==> config.mk <==
export PLATFORM = sky130hd
export DESIGN_NAME = ams_sequencer
export DESIGN_NICKNAME = d
export VERILOG_FILES = /design/src/ams_pkg.sv /design/src/ams_sequencer.sv
export SDC_FILE = /design/constraint.sdc
export NUM_CORES = 1
export LEC_CHECK = 0
export ABC_AREA = 1
export BUFFER_PORTS_ARGS = -buffer_cell sky130_fd_sc_hd__buf_4
export CORE_MARGIN = 2
export CORE_UTILIZATION = 47
export DETAILED_ROUTE_END_ITERATION = 8
export PLACE_DENSITY = 0.84
export REMOVE_ABC_BUFFERS = 1
export SETUP_SLACK_MARGIN = 0.05
export SLEW_MARGIN = 20
export SYNTH_ARGS = -nofsm -noshare
export SYNTH_HDL_FRONTEND = slang
export SYNTH_SLANG_ARGS = --single-unit
export TNS_END_PERCENT = 100
==> constraint.sdc <==
create_clock -name clock_i -period 3.5 [get_ports clock_i]
set_input_delay 0.35 -clock clock_i [delete_from_list [all_inputs] [get_ports clock_i]]
set_output_delay 0.35 -clock clock_i [all_outputs]
set_load 0.01 [all_outputs]
==> src/ams_pkg.sv <==
// ams_pkg: constants and types for the converter input sequencer.
// assumes a single 20 MHz system clock and a 32768 Hz low-speed clock pin.
package ams_pkg;

  localparam int unsigned CLOCK_HZ = 20_000_000;
  localparam int unsigned LOW_SPEED_HZ = 32_768;

  // register offsets (byte addresses on the plain register port)
  localparam logic [7:0] CTRL_OFS = 8'h00;
  localparam logic [7:0] STATUS_OFS = 8'h04;

  // control field layout
  localparam int unsigned CTRL_W = 12;
  localparam int unsigned CTRL_COUNT_LSB = 0;
  localparam int unsigned CTRL_DIFF0_BIT = 4;
  localparam int unsigned CTRL_DIFF123_LSB = 5;
  localparam int unsigned CTRL_PREAMP_BIT = 8;
  localparam int unsigned CTRL_REMOTE_BIT = 9;
  localparam int unsigned CTRL_RUN_BIT = 10;
  localparam int unsigned CTRL_ODD_BIT = 11;

  // sequencing
  localparam int unsigned MAX_STATES = 7;
  localparam logic [3:0] STATE_FIRST = 4'h1;
  localparam logic [3:0] COUNT_RESET = 4'h7;
  localparam logic [1:0] CONV_TICKS = 2'h2;
  localparam int unsigned FRAME_TICKS_REMOTE = 13;
  localparam int unsigned FRAME_TICKS_LOCAL = 15;
  localparam int unsigned REMOTE_PAIRS = 3;
  localparam int unsigned BUF_DEPTH = 2;

  // input channel numbers: current pins 0..7, voltage pins 8..10
  localparam logic [3:0] CH_I0 = 4'h0;
  localparam logic [3:0] CH_I1 = 4'h1;
  localparam logic [3:0] CH_I2 = 4'h2;
  localparam logic [3:0] CH_I4 = 4'h4;
  localparam logic [3:0] CH_I6 = 4'h6;
  localparam logic [3:0] CH_V8 = 4'h8;
  localparam logic [3:0] CH_V9 = 4'h9;
  localparam logic [3:0] CH_V10 = 4'hA;
  localparam logic [7:0] RAM_BASE = 8'h00;

  localparam int unsigned DATA_W = 22;

  typedef struct packed {
    logic odd_pin;
    logic run;
    logic remote_sensor_enable;
    logic preamp_enable;
    logic [2:0] pair_differential_enable;
    logic first_pair_differential_enable;
    logic [3:0] frame_state_count;
  } ams_ctrl_t;

  localparam ams_ctrl_t CTRL_RESET = '{odd_pin: 1'b0, run: 1'b0, remote_sensor_enable: 1'b0,
    preamp_enable: 1'b0, pair_differential_enable: 3'h0,
    first_pair_differential_enable: 1'b0, frame_state_count: COUNT_RESET};

  typedef struct packed {
    logic valid;
    logic [3:0] chan;
    logic diff;
    logic preamp;
  } ams_sel_t;

  typedef struct packed {
    logic [7:0] addr;
    logic [DATA_W-1:0] data;
  } ams_ram_wr_t;

  typedef enum logic [2:0] {
    SQ_IDLE = 3'b001,
    SQ_CONV = 3'b010,
    SQ_HOLD = 3'b100
  } ams_fsm_t;

endpackage : ams_pkg

==> src/ams_sequencer.sv <==
// ams_sequencer: steps the shared converter through the enabled inputs once per
// frame, timed by the low-speed clock, and queues results for compute-engine RAM.
// assumes converter, remote decimators and RAM port run on clock_i.
//
// The register addresses and the address-and-strobe port were decided locally.
`timescale 1ns/1ns

// Operation
// - enabled inputs converted one at a time
// - at most seven selections per frame
// - frame starts state 1, runs count states
// - remote mode frame is 13 ticks
// - remote frame holds two unused slots
// - remote samples second half, no slot
// - local mode frame is 15 ticks
// - preamp bit routes first pair gain-8
// - first two pins individually single/differential
// - first pair differential enable bit
// - remote bit makes pairs 2-4 links
// - remote bit clear: pairs 2-4 analog
// - first pair never a remote link
// - remote pairs bypass the multiplexer
// - current pins single-ended or paired
// - result written to selection's RAM location; code clears channel bit 0, so pin 9 writes pin 8's word
module ams_sequencer
  import ams_pkg::*;
(
  input wire logic clock_i, // 20 MHz system clock
  input wire logic rst_i, // async reset, active high
  input wire logic low_speed_clock_i, // 32768 Hz pin, asynchronous
  input wire logic [7:0] reg_addr_i, // register byte address
  input wire logic [31:0] reg_wdata_i, // register write data
  input wire logic reg_wr_i, // write strobe
  input wire logic reg_rd_i, // read strobe
  output logic [31:0] reg_rdata_o, // read data, cycle after strobe
  output logic conv_start_o, // one-cycle conversion start
  output ams_sel_t conv_sel_o, // multiplexer selection
  input wire logic conv_done_i, // filtered result ready
  input wire logic [DATA_W-1:0] conv_data_i, // filtered result
  output logic conv_ready_o, // result accepted when high
  output logic [REMOTE_PAIRS-1:0] rmt_link_en_o, // pairs 2-4 as digital links
  input wire logic [REMOTE_PAIRS-1:0] rmt_valid_i, // remote sample offered
  input wire logic [REMOTE_PAIRS-1:0][DATA_W-1:0] rmt_data_i, // remote samples
  output logic [REMOTE_PAIRS-1:0] rmt_ready_o, // remote sample taken
  output logic ram_wr_valid_o, // RAM write pending
  output ams_ram_wr_t ram_wr_o, // RAM write address and data
  input wire logic ram_wr_ready_i // RAM takes the write
);

  typedef struct packed {
    logic [2:0] sync;
    ams_ctrl_t ctrl;
    ams_fsm_t fsm;
    logic [4:0] ftick;
    logic [3:0] slot;
    logic [1:0] phase;
    logic [7:0] frames;
    logic start;
    ams_sel_t sel;
    logic [31:0] rdata;
    ams_ram_wr_t [BUF_DEPTH-1:0] ent;
    logic wr_ptr;
    logic rd_ptr;
    logic [1:0] cnt;
  } ams_state_t;

  ams_state_t s;
  ams_state_t next_s;

  // count of zero would give an empty frame; run one state instead
  function automatic logic [3:0] eff_count(input ams_ctrl_t c);
    eff_count = (c.frame_state_count == 4'h0) ? STATE_FIRST : c.frame_state_count;
  endfunction : eff_count

  // frame length in low-speed ticks: two per state plus one
  function automatic logic [4:0] last_tick(input ams_ctrl_t c);
    last_tick = {eff_count(c), 1'b0};
  endfunction : last_tick

  // selection for a given state; in remote mode pairs 2-4 never appear
  function automatic ams_sel_t pick(input logic [3:0] st, input ams_ctrl_t c);
    ams_sel_t r;
    logic [3:0] ch;
    r = '0;
    ch = CH_I0;
    if (c.remote_sensor_enable) begin
      case (st)
        4'h1: ch = CH_I0;
        4'h2: ch = CH_V8;
        4'h3: ch = CH_V9;
        4'h4: ch = CH_V10;
        default: ch = 4'hF;
      endcase
    end else begin
      case (st)
        4'h1: ch = CH_I0;
        4'h2: ch = CH_V8;
        4'h3: ch = CH_I2;
        4'h4: ch = CH_V9;
        4'h5: ch = CH_I4;
        4'h6: ch = CH_V10;
        4'h7: ch = CH_I6;
        default: ch = 4'hF;
      endcase
    end
    r.valid = (ch != 4'hF);
    r.chan = ch;
    if (ch == CH_I0) begin
      r.diff = c.first_pair_differential_enable;
      r.preamp = c.preamp_enable;
      if (!c.first_pair_differential_enable && c.odd_pin) begin
        r.chan = CH_I1;
      end
    end else if (ch < CH_V8) begin
      r.diff = c.pair_differential_enable[ch[2:1] - 2'd1];
    end
    pick = r;
  endfunction : pick

  logic tick;
  logic second_half;
  logic [REMOTE_PAIRS-1:0] grant;
  logic push;
  ams_ram_wr_t push_word;

  // first sync stage is only read by the second
  assign tick = s.sync[1] & ~s.sync[2];
  assign second_half = (s.fsm != SQ_IDLE) && (s.ftick > {1'b0, eff_count(s.ctrl)});

  // remote samples bypass the converter; the converter result wins a busy cycle
  always_comb begin
    grant = '0;
    if (s.ctrl.remote_sensor_enable && second_half && !conv_done_i && s.cnt < 2'(BUF_DEPTH)) begin
      if (rmt_valid_i[0]) begin
        grant = 3'b001;
      end else if (rmt_valid_i[1]) begin
        grant = 3'b010;
      end else if (rmt_valid_i[2]) begin
        grant = 3'b100;
      end
    end
  end

  always_comb begin
    push_word = '0;
    push = 1'b0;
    if (conv_done_i && s.cnt < 2'(BUF_DEPTH)) begin
      push = 1'b1;
      push_word.addr = RAM_BASE + {4'h0, s.sel.chan & 4'hE};
      push_word.data = conv_data_i;
    end else begin
      for (int k = 0; k < REMOTE_PAIRS; k++) begin
        if (grant[k]) begin
          push = 1'b1;
          push_word.addr = RAM_BASE + 8'(2 * (k + 1));
          push_word.data = rmt_data_i[k];
        end
      end
    end
  end

  always_comb begin
    logic pop;
    pop = (s.cnt != 2'h0) && ram_wr_ready_i;
    next_s = s;
    next_s.sync = {s.sync[1:0], low_speed_clock_i};
    next_s.start = 1'b0;
    next_s.rdata = '0;

    if (reg_wr_i) begin
      if (reg_addr_i == CTRL_OFS) begin
        next_s.ctrl = reg_wdata_i[CTRL_W-1:0];
      end
    end
    if (reg_rd_i) begin
      if (reg_addr_i == CTRL_OFS) begin
        next_s.rdata = {20'h0_0000, s.ctrl};
      end else if (reg_addr_i == STATUS_OFS) begin
        next_s.rdata = {8'h00, s.frames, 3'h0, s.ftick, s.fsm == SQ_IDLE ? 1'b0 : 1'b1,
          3'h0, s.slot};
      end
    end

    if (tick) begin
      case (s.fsm)
        SQ_IDLE: begin
          if (s.ctrl.run) begin
            next_s.fsm = SQ_CONV;
            next_s.ftick = '0;
            next_s.slot = STATE_FIRST;
            next_s.phase = '0;
            next_s.sel = pick(STATE_FIRST, s.ctrl);
            next_s.start = next_s.sel.valid;
          end
        end
        SQ_CONV, SQ_HOLD: begin
          if (!s.ctrl.run) begin
            next_s.fsm = SQ_IDLE;
            next_s.slot = '0;
            next_s.ftick = '0;
          end else if (s.ftick >= last_tick(s.ctrl)) begin
            next_s.fsm = SQ_CONV;
            next_s.ftick = '0;
            next_s.slot = STATE_FIRST;
            next_s.phase = '0;
            next_s.frames = s.frames + 8'h01;
            next_s.sel = pick(STATE_FIRST, s.ctrl);
            next_s.start = next_s.sel.valid;
          end else begin
            next_s.ftick = s.ftick + 5'h01;
            if (s.fsm == SQ_CONV) begin
              if (s.phase == CONV_TICKS - 2'h1) begin
                next_s.phase = '0;
                if (s.slot >= eff_count(s.ctrl) || s.slot >= 4'(MAX_STATES)) begin
                  next_s.fsm = SQ_HOLD;
                  next_s.slot = '0;
                end else begin
                  next_s.slot = s.slot + 4'h1;
                  next_s.sel = pick(s.slot + 4'h1, s.ctrl);
                  next_s.start = next_s.sel.valid;
                end
              end else begin
                next_s.phase = s.phase + 2'h1;
              end
            end
          end
        end
        default: next_s.fsm = SQ_IDLE;
      endcase
    end

    if (push) begin
      next_s.ent[s.wr_ptr] = push_word;
      next_s.wr_ptr = ~s.wr_ptr;
    end
    if (pop) begin
      next_s.rd_ptr = ~s.rd_ptr;
    end
    next_s.cnt = s.cnt + 2'(push) - 2'(pop);
  end

  always_ff @(posedge clock_i or posedge rst_i) begin
    if (rst_i) begin
      s <= '{sync: 3'h0, ctrl: CTRL_RESET, fsm: SQ_IDLE, ftick: 5'h00, slot: 4'h0,
        phase: 2'h0, frames: 8'h00, start: 1'b0, sel: '0, rdata: 32'h0000_0000,
        ent: '0, wr_ptr: 1'b0, rd_ptr: 1'b0, cnt: 2'h0};
    end else begin
      s <= next_s;
    end
  end

  assign reg_rdata_o = s.rdata;
  assign conv_start_o = s.start;
  assign conv_sel_o = s.sel;
  assign conv_ready_o = (s.cnt < 2'(BUF_DEPTH));
  assign rmt_ready_o = grant;
  assign rmt_link_en_o = {REMOTE_PAIRS{s.ctrl.remote_sensor_enable}};
  assign ram_wr_valid_o = (s.cnt != 2'h0);
  assign ram_wr_o = s.ent[s.rd_ptr];
endmodule : ams_sequencer

==> results of run 1 <==
[routing by layer]
layer  vias up  part of all wire  global-route usage
met5         -                 0                   0
met4         0             0.024              0.0916
met3        38             0.091              0.0581
met2       276              0.48               0.386
met1      2848              0.40               0.270
li1       2947                 -                   -
[report_power, final]
group | internal [mW] | switching [mW]
Clock | 1.16 | 0.591
Combinational | 0.827 | 1.30
Sequential | 1.76 | 0.211
[cell families after synthesis]
logic type,Yosys count,synth area share
compound gates,142,0.121
mux,3,0.00562
xor+xnor,11,0.0144
simple gates,367,0.238
other cells,1,0.000562
flops,120,0.451
buf+inv,175,0.130
fa+ha+maj,21,0.0394
[registers in the layout (all words and copies together) (netlist names)]
signal / flops
s: 88
reg_rdata_o: 21
conv_sel_o: 7
next_s: 2
conv_start_o: 1
rmt_link_en_o: 1
[final timing paths]
check / endpoint / slack (ns)
setup / recovery: rmt_ready_o[2] / 0.26
hold / removal: s[14]$_DFFE_PP0P_ / 0.03
setup reg to reg: conv_sel_o[4]$_DFFE_PP0P_ / 0.62
hold reg to reg: next_s[140]$_DFF_PP0_ / 0.35
max in group asynchronous: s[123]$_DFFE_PP1P_ / 2.64
min in group clock_i: next_s[139]$_DFF_PP0_ / 0.05
[synthesized netlist by cell type, drive strengths merged (2+ instances only)]
| master | number |
|---|---|
| nand4 | 6 |
| nor2 | 47 |
| o32ai | 4 |
| nor3b | 2 |
| buf | 62 |
| o22ai | 7 |
| a22oi | 22 |
| nand3 | 54 |
| nor3 | 12 |
| dfstp | 4 |
| xnor2 | 2 |
| inv | 101 |
| o31ai | 3 |
| nand2 | 240 |
| clkbuf | 11 |
| ha | 21 |
| xor2 | 9 |
| o21ai | 74 |
| nor4 | 2 |
| mux2 | 3 |
| or2 | 2 |
| a21oi | 28 |
| dfrtp | 116 |
[final cells by class]
type                    count  area (um^2)  share of cell area
clock buffers              22          474              0.0559
clock inverters             9          123              0.0144
inverters                 102          387              0.0456
multi-input cells         560         2850               0.336
flip-flops and latches    120         3010               0.354
well taps                 180          225              0.0265
repair buffers            187         1420               0.167
[per-stage QoR]
stage | area (um^2) | cells | power [mW] | hold WS, ns
floorplan | 6250 | 782 | 3.25 | 0.331
global placement | 7890 | 1149 | 4.01 | 0.340
detailed placement | 7890 | 1149 | 4.09 | 0.342
CTS | 8490 | 1180 | 5.87 | 0.0336
global route | 8490 | 1180 | 6.24 | 0.0349
finish | 8490 | 1180 | 5.85 | 0.0260
==> flow_metrics.env, run 1 <==
export IMPL_grt_first_pass_wirelength_um=26500
export IMPL_postCtsHoldBufs=0
export IMPL_tritoncts="done"
export IMPL_drv_slew=0
export IMPL_wirelength_um=16900
export IMPL_mostFrequentLayoutCells="236 x nand2_1, 186 x buf_4, 116 x dfrtp_1, 93 x inv_1, 65 x o21ai_0"
export IMPL_synth_area_leader_cell="dfrtp_1"
export IMPL_cp_top_family="buffers and inverters"
export IMPL_grt_total_usage=0.226
export IMPL_synthArstFlopShare=1.00
export IMPL_die_height_um=123
export IMPL_synth_top_flop_cell="dfrtp_1"
export IMPL_n_fill_cell=1183
export IMPL_max_freq_mhz=309
export IMPL_rsz0062_at_grt="false"
export IMPL_drv_cap=0
export IMPL_avgRoutedWirePerCell_um=14.3
export IMPL_reg2reg_depth=12
export IMPL_final_setup_tns_ns=0
export IMPL_avgSynthCellArea_um2=7.95
export IMPL_status="complete, no violations"
export IMPL_path_common_cell="nand2_1"
export IMPL_dr_pass1_iters=5
export IMPL_place_hpwl_um=12200
export IMPL_vias=6109
export IMPL_final_core_utilization=0.611
export IMPL_num_nets_final=1147
export IMPL_finalSetupViolCount=0
export IMPL_die_area_um2=15200
export IMPL_port_buffers=179
export IMPL_antenna_found_initial=0
export IMPL_grt_max_degree=70
export IMPL_fin_crit_sh=0.924
export IMPL_io_pins=216
export IMPL_post_route_drc_count=0
export IMPL_clock_latency_ns=0.41
export IMPL_areaGrowthSynthToFinish_pct=27.1
export IMPL_yosys_warnings=0
export IMPL_r2r_start="s[127]$_DFFE_PP1P_"
export IMPL_ys_seq_elements=120
export IMPL_ys_seq_area_frac=0.451
export IMPL_syn_area_um2=6680
export IMPL_die_x_um=123
export IMPL_coreArea_um2=13900
export IMPL_grt_pass1_vias=5630
export IMPL_cpMaxStageDelayCell="inv_1"
export IMPL_clock_sinks=120
export IMPL_postCtsSetupRepairBufs=0
export IMPL_place_gp_congestion=0.902
export IMPL_synth_edf_count=0
export IMPL_grt_ovfl_total=0
export IMPL_drtAntennaViolNets=0
export IMPL_crit_type="reg -> out"
export IMPL_clock_skew_ns=0.00705
export IMPL_critPathMaxStageDelay_ns=0.57
export IMPL_dp_slack_ns=0.669
export IMPL_crit_path_max_fanout=23
export IMPL_synth_area_leaders="dfrtp_1 43%, nand2_1 13%, buf_4 5.5%, inv_1 5.3%, o21ai_0 4.9%"
export IMPL_antenna_cells=0
export IMPL_drtIter0Drc=540
export IMPL_worst_setup_path_end_kind="primary output"
export IMPL_crit_chain="o31ai_1, ha_1, nand2_1, o21ai_0, nand2_1, nand2_2, inv_1, nand2_1, inv_1, buf_4"
export IMPL_cts_buffers=17
export IMPL_rows=43
export IMPL_min_path_type="in -> async"
export IMPL_post_drt_via_cell_ratio=5.18
export IMPL_clockRootBuffer="clkbuf_16"
export IMPL_leakagePower_nw=4.46
export IMPL_crit_start="s[127]$_DFFE_PP1P_"
export IMPL_p_per_area_nw_per_um2=690
export IMPL_ctsResizeCount=0
export IMPL_fin_ws_ns=0.265
export IMPL_initial_utilization=0.481
export IMPL_clock_path_buffers=2
export IMPL_final_layout_size_suffix_gt1_frac=0.251
export IMPL_ir_drop_uv=403
export IMPL_synth_cell_types=46
export IMPL_fin_crit_ns=3.24
export IMPL_relSlewSlack=0.433
export IMPL_required_ns=3.15
export IMPL_final_common_cell="nand2_1"
export IMPL_cp_arrival_ns=2.89
export IMPL_worst_pin_slew_ns=0.850
export IMPL_synth_top_area_share=0.435
export IMPL_clkTransAtPathRegs_ns=0.05
export IMPL_ctsHtreeMaxLevel=4
export IMPL_cp_num_buf_inv=3
export IMPL_netlist_instances=840
export IMPL_start_kind="register"
export IMPL_finalHoldViolations=0
export IMPL_crit_cells=10
Note: power is estimated with default switching activity, not from simulation.
==> run 2: changes to the inputs <==
--- a/config.mk
+++ b/config.mk
@@ -8,9 +8,10 @@
 export ABC_AREA = 1
 export BUFFER_PORTS_ARGS = -buffer_cell sky130_fd_sc_hd__buf_4
 export CORE_MARGIN = 2
-export CORE_UTILIZATION = 47
+export CORE_UTILIZATION = 48
+export CTS_BUF_LIST = sky130_fd_sc_hd__clkbuf_2
 export DETAILED_ROUTE_END_ITERATION = 8
-export PLACE_DENSITY = 0.84
+export PLACE_DENSITY = 0.85
 export REMOVE_ABC_BUFFERS = 1
 export SETUP_SLACK_MARGIN = 0.05
 export SLEW_MARGIN = 20
==> run 2 against run 1 <==
  * Count of clock-buffer cells in the layout fell by 3
  * Core utilization rose by 4.3 points
  * Non-clock buffer count increased by 84
  * Largest cell class unchanged
==> flow_metrics.env, run 2 (synthesized netlist as in run 1, its figures left out) <==
export IMPL_regMostFlops="s"
export IMPL_num_nets_final=1233
export IMPL_clkTransAtPathRegs_ns=0.18
export IMPL_start_kind="register"
export IMPL_power_switching_mw=2.08
export IMPL_clock_skew_ns=0.0255
export IMPL_die_area_um2=14900
export IMPL_min_path_type="in -> reg"
export IMPL_tritoncts="done"
export IMPL_clockRootBuffer="clkbuf_2"
export IMPL_drtAntennaViolNets=0
export IMPL_worst_pin_slew_ns=0.898
export IMPL_grt_ovfl_total=0
export IMPL_reg2reg_slack_ns=0.25
export IMPL_final_common_cell="nand2_1"
export IMPL_clkPwrFrac=0.175
export IMPL_place_area_um2=7880
export IMPL_port_buffers=179
export IMPL_final_core_utilization=0.655
export IMPL_multi_input_area_um2=2880
export IMPL_avgRoutedWirePerCell_um=16.0
export IMPL_design_area_um2=8980
export IMPL_grt_first_pass_wirelength_um=31700
export IMPL_clock_path_buffers=2
export IMPL_pwr_share_comb=0.437
export IMPL_coreArea_um2=13700
export IMPL_drv_cap=0
export IMPL_hold_end="s[16]$_DFFE_PP0P_"
export IMPL_finalSetupViolCount=0
export IMPL_antenna_found_initial=0
export IMPL_reg2reg_to="s[41]$_DFFE_PP0P_"
export IMPL_vias=6636
export IMPL_status="complete, no violations"
export IMPL_intPower_mw=3.04
export IMPL_ir_drop_uv=353
export IMPL_largest_reg_flops=88
export IMPL_r2r_start="s[128]$_DFFE_PP1P_"
export IMPL_initial_utilization=0.487
export IMPL_fin_crit_sh=0.928
export IMPL_rsz0062_at_grt="false"
export IMPL_grt_max_degree=53
export IMPL_clock_sinks=120
export IMPL_place_gp_congestion=0.896
export IMPL_post_route_drc_count=0
export IMPL_total_power_mw=5.12
export IMPL_crit_path_max_fanout=24
export IMPL_final_layout_size_suffix_gt1_frac=0.236
export IMPL_drv_slew=0
export IMPL_io_pins=216
export IMPL_n_fill_cell=1049
export IMPL_max_freq_mhz=308
export IMPL_grt_total_usage=0.277
export IMPL_worst_setup_path_end_kind="register"
export IMPL_drtIter0Drc=847
export IMPL_cp_arrival_ns=3.89
export IMPL_die_x_um=122
export IMPL_ctsHtreeMaxLevel=4
export IMPL_dr_pass1_iters=6
export IMPL_cts_buffers=17
export IMPL_p_per_area_nw_per_um2=570
export IMPL_wirelength_um=20300
export IMPL_crit_type="reg -> reg"
export IMPL_finalHoldViolations=0
export IMPL_required_ns=4.15
export IMPL_p_seq_frac=0.388
export IMPL_mostFrequentLayoutCells="235 x nand2_1, 188 x buf_4, 116 x dfrtp_1, 92 x inv_1, 83 x dlygate4sd3_1"
export IMPL_die_height_um=122
export IMPL_areaGrowthSynthToFinish_pct=34.6
export IMPL_sw_frac_of_total=0.407
export IMPL_min_delay_start="rmt_data_i[12]"
export IMPL_leakagePower_nw=4.68
export IMPL_relSlewSlack=0.401
export IMPL_reg2reg_depth=15
export IMPL_regArea_um2=3010
export IMPL_place_hpwl_um=12400
export IMPL_antenna_cells=0
export IMPL_fin_crit_ns=3.25
export IMPL_post_drt_via_cell_ratio=5.24
export IMPL_grt_pass1_vias=6549
export IMPL_clock_latency_ns=0.70
export IMPL_min_path_cells=5
export IMPL_rows=43
[run 2: changes by cell type in the layout (fill, tap and decap cells not counted), moves of 2 or more]
cell and delta:
clkbuf_8 -3, clkbuf_1 -2, clkinvlp_4 +2, buf_4 +2, nand2_4 +2, clkbuf_16 -17, clkbuf_2 +19, clkinv_1 +3
dlygate4sd3_1 +83
[run 2: cell type report]
type / instances / share of cell area
Tap cell: 180 / 0.0251
Timing Repair Buffer: 271 / 0.250
Multi-Input combinational cell: 561 / 0.320
Sequential cell: 120 / 0.335
Inverter: 102 / 0.0437
Clock buffer: 19 / 0.0106
Timing Repair inverter: 1 / 0.000836
Clock inverter: 12 / 0.0149
[run 2: stage by stage]
step	TNS [ns]	hold WS, ns	std cells	setup slack (ns)
after floorplan	-3.39	0.331	782	-0.0292
after global placement	0	0.335	1149	0.472
after detailed placement	0	0.340	1149	0.411
after CTS	0	0.000846	1265	0.0695
after global routing	0	0.0119	1266	0.103
final	0	0.0483	1266	0.253
[run 2: what timing repair did]
action	4_1_cts	5_1_grt
gates resized for setup	1	7
pin swaps	0	1
buffers inserted	1	0
endpoints found under the hold margin	109	0
hold buffers	83	0
setup endpoints to repair	1	24
cloned	1	1
[run 2: worst max-delay path, stage by stage, from the launching register on]
cell	delay [ns]
dfstp_2	0.57
inv_1	0.10
ha_1	0.29
nand2_1	0.05
o21ai_0	0.14
o21ai_0	0.09
nand2_1	0.15
nand2_4	0.13
nor2_4	0.39
inv_2	0.08
nand4_2	0.12
nand2_2	0.09
inv_4	0.24
nand2_1	0.11
dlygate4sd3_1	0.59
nand2_1	0.07
[run 2: power by group through the flow]
stage	Clock, mW	Sequential (mW)	Combinational [mW]
after floorplan	0	1.99	1.26
after global placement	0	1.98	2.03
after detailed placement	0	2.00	2.08
after CTS	0.910	1.97	2.19
after global routing	0.971	2.02	2.51
final	0.894	1.99	2.24
[run 2: how the worst max path moves through the flow]
stage	startpoint	end	slack, ns	depth (start not counted)
6_report	s[128]$_DFFE_PP1P_	s[41]$_DFFE_PP0P_	0.25	15
5_1_grt	s[128]$_DFFE_PP1P_	s[35]$_DFFE_PP0P_	0.10	15
4_1_cts	s[127]$_DFFE_PP1P_	s[50]$_DFFE_PP0P_	0.07	16
3_5_place_dp	s[128]$_DFFE_PP1P_	s[1]$_DFF_PP0_	0.41	16
3_3_place_gp	s[128]$_DFFE_PP1P_	s[1]$_DFF_PP0_	0.47	16
2_1_floorplan	rst_i	conv_sel_o[0]$_DFFE_PP0P_	-0.03	1
[run 2: layer usage]
| layer | GRT usage | part of all wire |
|---|---|---|
| met1 | 0.323 | 0.39 |
| met2 | 0.467 | 0.49 |
| met3 | 0.0824 | 0.092 |
| met4 | 0.134 | 0.035 |
| met5 | 0 | 0 |
==> run 3: changes to the inputs <==
==> constraint.sdc (replaced) <==
create_clock -name clock_i -period 3.5 [get_ports clock_i]
set_input_delay 0.175 -clock clock_i [delete_from_list [all_inputs] [get_ports clock_i]]
set_output_delay 0.175 -clock clock_i [all_outputs]
set_load 0.01 [all_outputs]
==> run 3 against run 2 <==
  * Die area stayed put
  * Clock power fell by 6.6%
  * Register-to-register slack got worse by 0.04 ns
  * Worst setup slack got worse by 0.045 ns
  * Global-route usage grew 0.67 points
  * Core utilization up 0.66 points
  * Total power fell by 0.58%
  * Via count grew 0.42%
  * Combinational power about the same
  * Sequential power hardly changed
  * Critical endpoint is now s[17]$_DFFE_PP0P_
==> flow_metrics.env, run 3 (synthesized netlist as in run 1, its figures left out) <==
export IMPL_status="complete, no violations"
export IMPL_final_common_cell="nand2_1"
export IMPL_crit_type="reg -> reg"
export IMPL_post_drt_via_cell_ratio=5.22
export IMPL_finalHoldViolations=0
export IMPL_drtIter0Drc=706
export IMPL_areaGrowthSynthToFinish_pct=35.9
export IMPL_antenna_found_initial=0
export IMPL_design_area_um2=9070
export IMPL_p_per_area_nw_per_um2=561
export IMPL_grt_ovfl_total=0
export IMPL_regMostFlops="s"
export IMPL_clock_latency_ns=0.70
export IMPL_regArea_um2=3010
export IMPL_finalHoldWorstSlack_ns=0.0989
export IMPL_worst_pin_slew_ns=0.935
export IMPL_tritoncts="done"
export IMPL_dr_pass1_iters=5
export IMPL_p_seq_frac=0.394
export IMPL_vias=6664
export IMPL_finalSetupViolCount=0
export IMPL_port_buffers=179
export IMPL_cts_buffers=17
export IMPL_fin_crit_ns=3.29
export IMPL_antenna_cells=0
export IMPL_clock_path_buffers=2
export IMPL_place_area_um2=7880
export IMPL_place_hpwl_um=12200
export IMPL_die_height_um=122
export IMPL_start_kind="register"
export IMPL_cp_num_buf_inv=5
export IMPL_wl_met3_um=1850
export IMPL_cp_arrival_ns=3.87
export IMPL_num_nets_final=1243
export IMPL_drv_cap=0
export IMPL_die_x_um=122
export IMPL_clock_sinks=120
export IMPL_multi_input_area_um2=2860
export IMPL_final_setup_tns_ns=0
export IMPL_dr_wl_met2_um=9870
export IMPL_coreArea_um2=13700
export IMPL_sw_frac_of_total=0.413
export IMPL_met1_length_um=7920
export IMPL_total_power_mw=5.09
export IMPL_grt_first_pass_wirelength_um=32300
export IMPL_avgRoutedWirePerCell_um=16.1
export IMPL_io_pins=216
export IMPL_worst_setup_path_end_kind="register"
export IMPL_n_fill_cell=1034
export IMPL_clkPwrFrac=0.164
export IMPL_crit_chain="o31ai_2, ha_1, inv_1, a21oi_1, o21ai_0, o21ai_0, nand2_1, nand2_2, inv_1, nand2_2, clkinvlp_4, buf_4, nand2_1, nand3_1, dlygate4sd3_1, nand2_1, o21ai_0"
export IMPL_rsz0062_at_grt="false"
export IMPL_intPower_mw=2.99
export IMPL_power_switching_mw=2.10
export IMPL_relSlewSlack=0.376
export IMPL_post_route_drc_count=0
export IMPL_place_gp_congestion=0.885
export IMPL_cpMaxStageDelayCell="dlygate4sd3_1"
export IMPL_pwr_share_comb=0.442
export IMPL_critPathMaxStageDelay_ns=0.62
export IMPL_rows=43
export IMPL_clockRootBuffer="clkbuf_2"
export IMPL_clkTransAtPathRegs_ns=0.17
export IMPL_reg2reg_slack_ns=0.21
export IMPL_mostFrequentLayoutCells="235 x nand2_1, 185 x buf_4, 116 x dfrtp_1, 95 x dlygate4sd3_1, 92 x inv_1"
export IMPL_drtAntennaViolNets=0
export IMPL_wirelength_um=20600
export IMPL_fin_crit_sh=0.940
export IMPL_leakagePower_nw=4.68
export IMPL_min_path_type="in -> reg"
export IMPL_cp_top_family="buffers and inverters"
export IMPL_required_ns=4.07
export IMPL_initial_utilization=0.487
export IMPL_final_layout_size_suffix_gt1_frac=0.232
export IMPL_largest_reg_flops=88
export IMPL_grt_max_degree=121
export IMPL_crit_path_max_fanout=11
export IMPL_clock_skew_ns=0.0291
export IMPL_grt_total_usage=0.284
export IMPL_ctsHtreeMaxLevel=4
export IMPL_die_area_um2=14900
export IMPL_grt_pass1_vias=6570
export IMPL_max_freq_mhz=304
export IMPL_ir_drop_uv=266
export IMPL_drv_slew=0
export IMPL_top_layer_used="met4"
## run 3: cell types whose count changed in the layout (fill, tap and decap cells not counted), moves of 2 or more
cell | before | now
clkbuf_2 | 19 | 21
dlygate4sd3_1 | 83 | 95
nand2_4 | 2 | 0
buf_4 | 188 | 185
nand2_2 | 3 | 5
## run 3: repair_timing
item,in CTS,in global routing
setup buffers,1,0
endpoints found under the hold margin,196,0
resized for setup,1,4
endpoints found under the setup margin,1,34
gates cloned,1,0
hold buffers,95,0
## run 3: worst paths after layout
path	to	depth (start not counted)	startpoint
max	s[17]$_DFFE_PP0P_	17	s[127]$_DFFE_PP1P_
min	reg_rdata_o[11]$_DFF_PP0_	6	reg_addr_i[3]
min in group asynchronous	reg_rdata_o[6]$_DFF_PP0_	4	rst_i
min reg2reg	next_s[140]$_DFF_PP0_	0	next_s[139]$_DFF_PP0_
max reg2reg	s[17]$_DFFE_PP0P_	17	s[127]$_DFFE_PP1P_
max in group asynchronous	conv_sel_o[3]$_DFFE_PP0P_	4	rst_i
## run 3: metrics by stage
| step | std cells | util | setup slack (ns) |
|---|---|---|---|
| after floorplan | 782 | - | 0.146 |
| after global placement | 1148 | 0.575 | 0.716 |
| after detailed placement | 1148 | 0.575 | 0.700 |
| after CTS | 1277 | 0.660 | 0.0604 |
| after global routing | 1277 | 0.661 | 0.0518 |
| final | 1277 | 0.661 | 0.208 |
## run 3: layer usage
metal	up-vias	global-route usage
met2	356	0.469
met5	-	0
met4	0	0.152
li1	3142	-
met3	79	0.0918
met1	3087	0.328
## run 3: worst register-to-register path: cells and delay by family, from the launching register on
kind	cells	cell delay, ns
AOI/OAI and AO/OA	5	0.67
buffers and inverters	5	1.17
DFF	1	0.41
adders and majority gates	1	0.20
and+or+nand+nor	6	0.76
## run 3: power by group through the flow
stage	Sequential [mW]	Combinational (mW)	Clock (mW)
6_report	2.01	2.25	0.835
5_1_grt	2.04	2.51	0.927
4_1_cts	1.98	2.19	0.861
3_5_place_dp	2.01	2.08	0
3_3_place_gp	2.00	2.02	0
2_1_floorplan	1.99	1.26	0
## run 3: area by class of cell
type,instances,area share
sequential,120,0.332
tap,180,0.0248
clock buffer,21,0.0116
inverter,102,0.0430
timing repair inverter,1,0.000552
multi-input combinational,560,0.315
timing repair buffer,282,0.261
clock inverter,11,0.0117
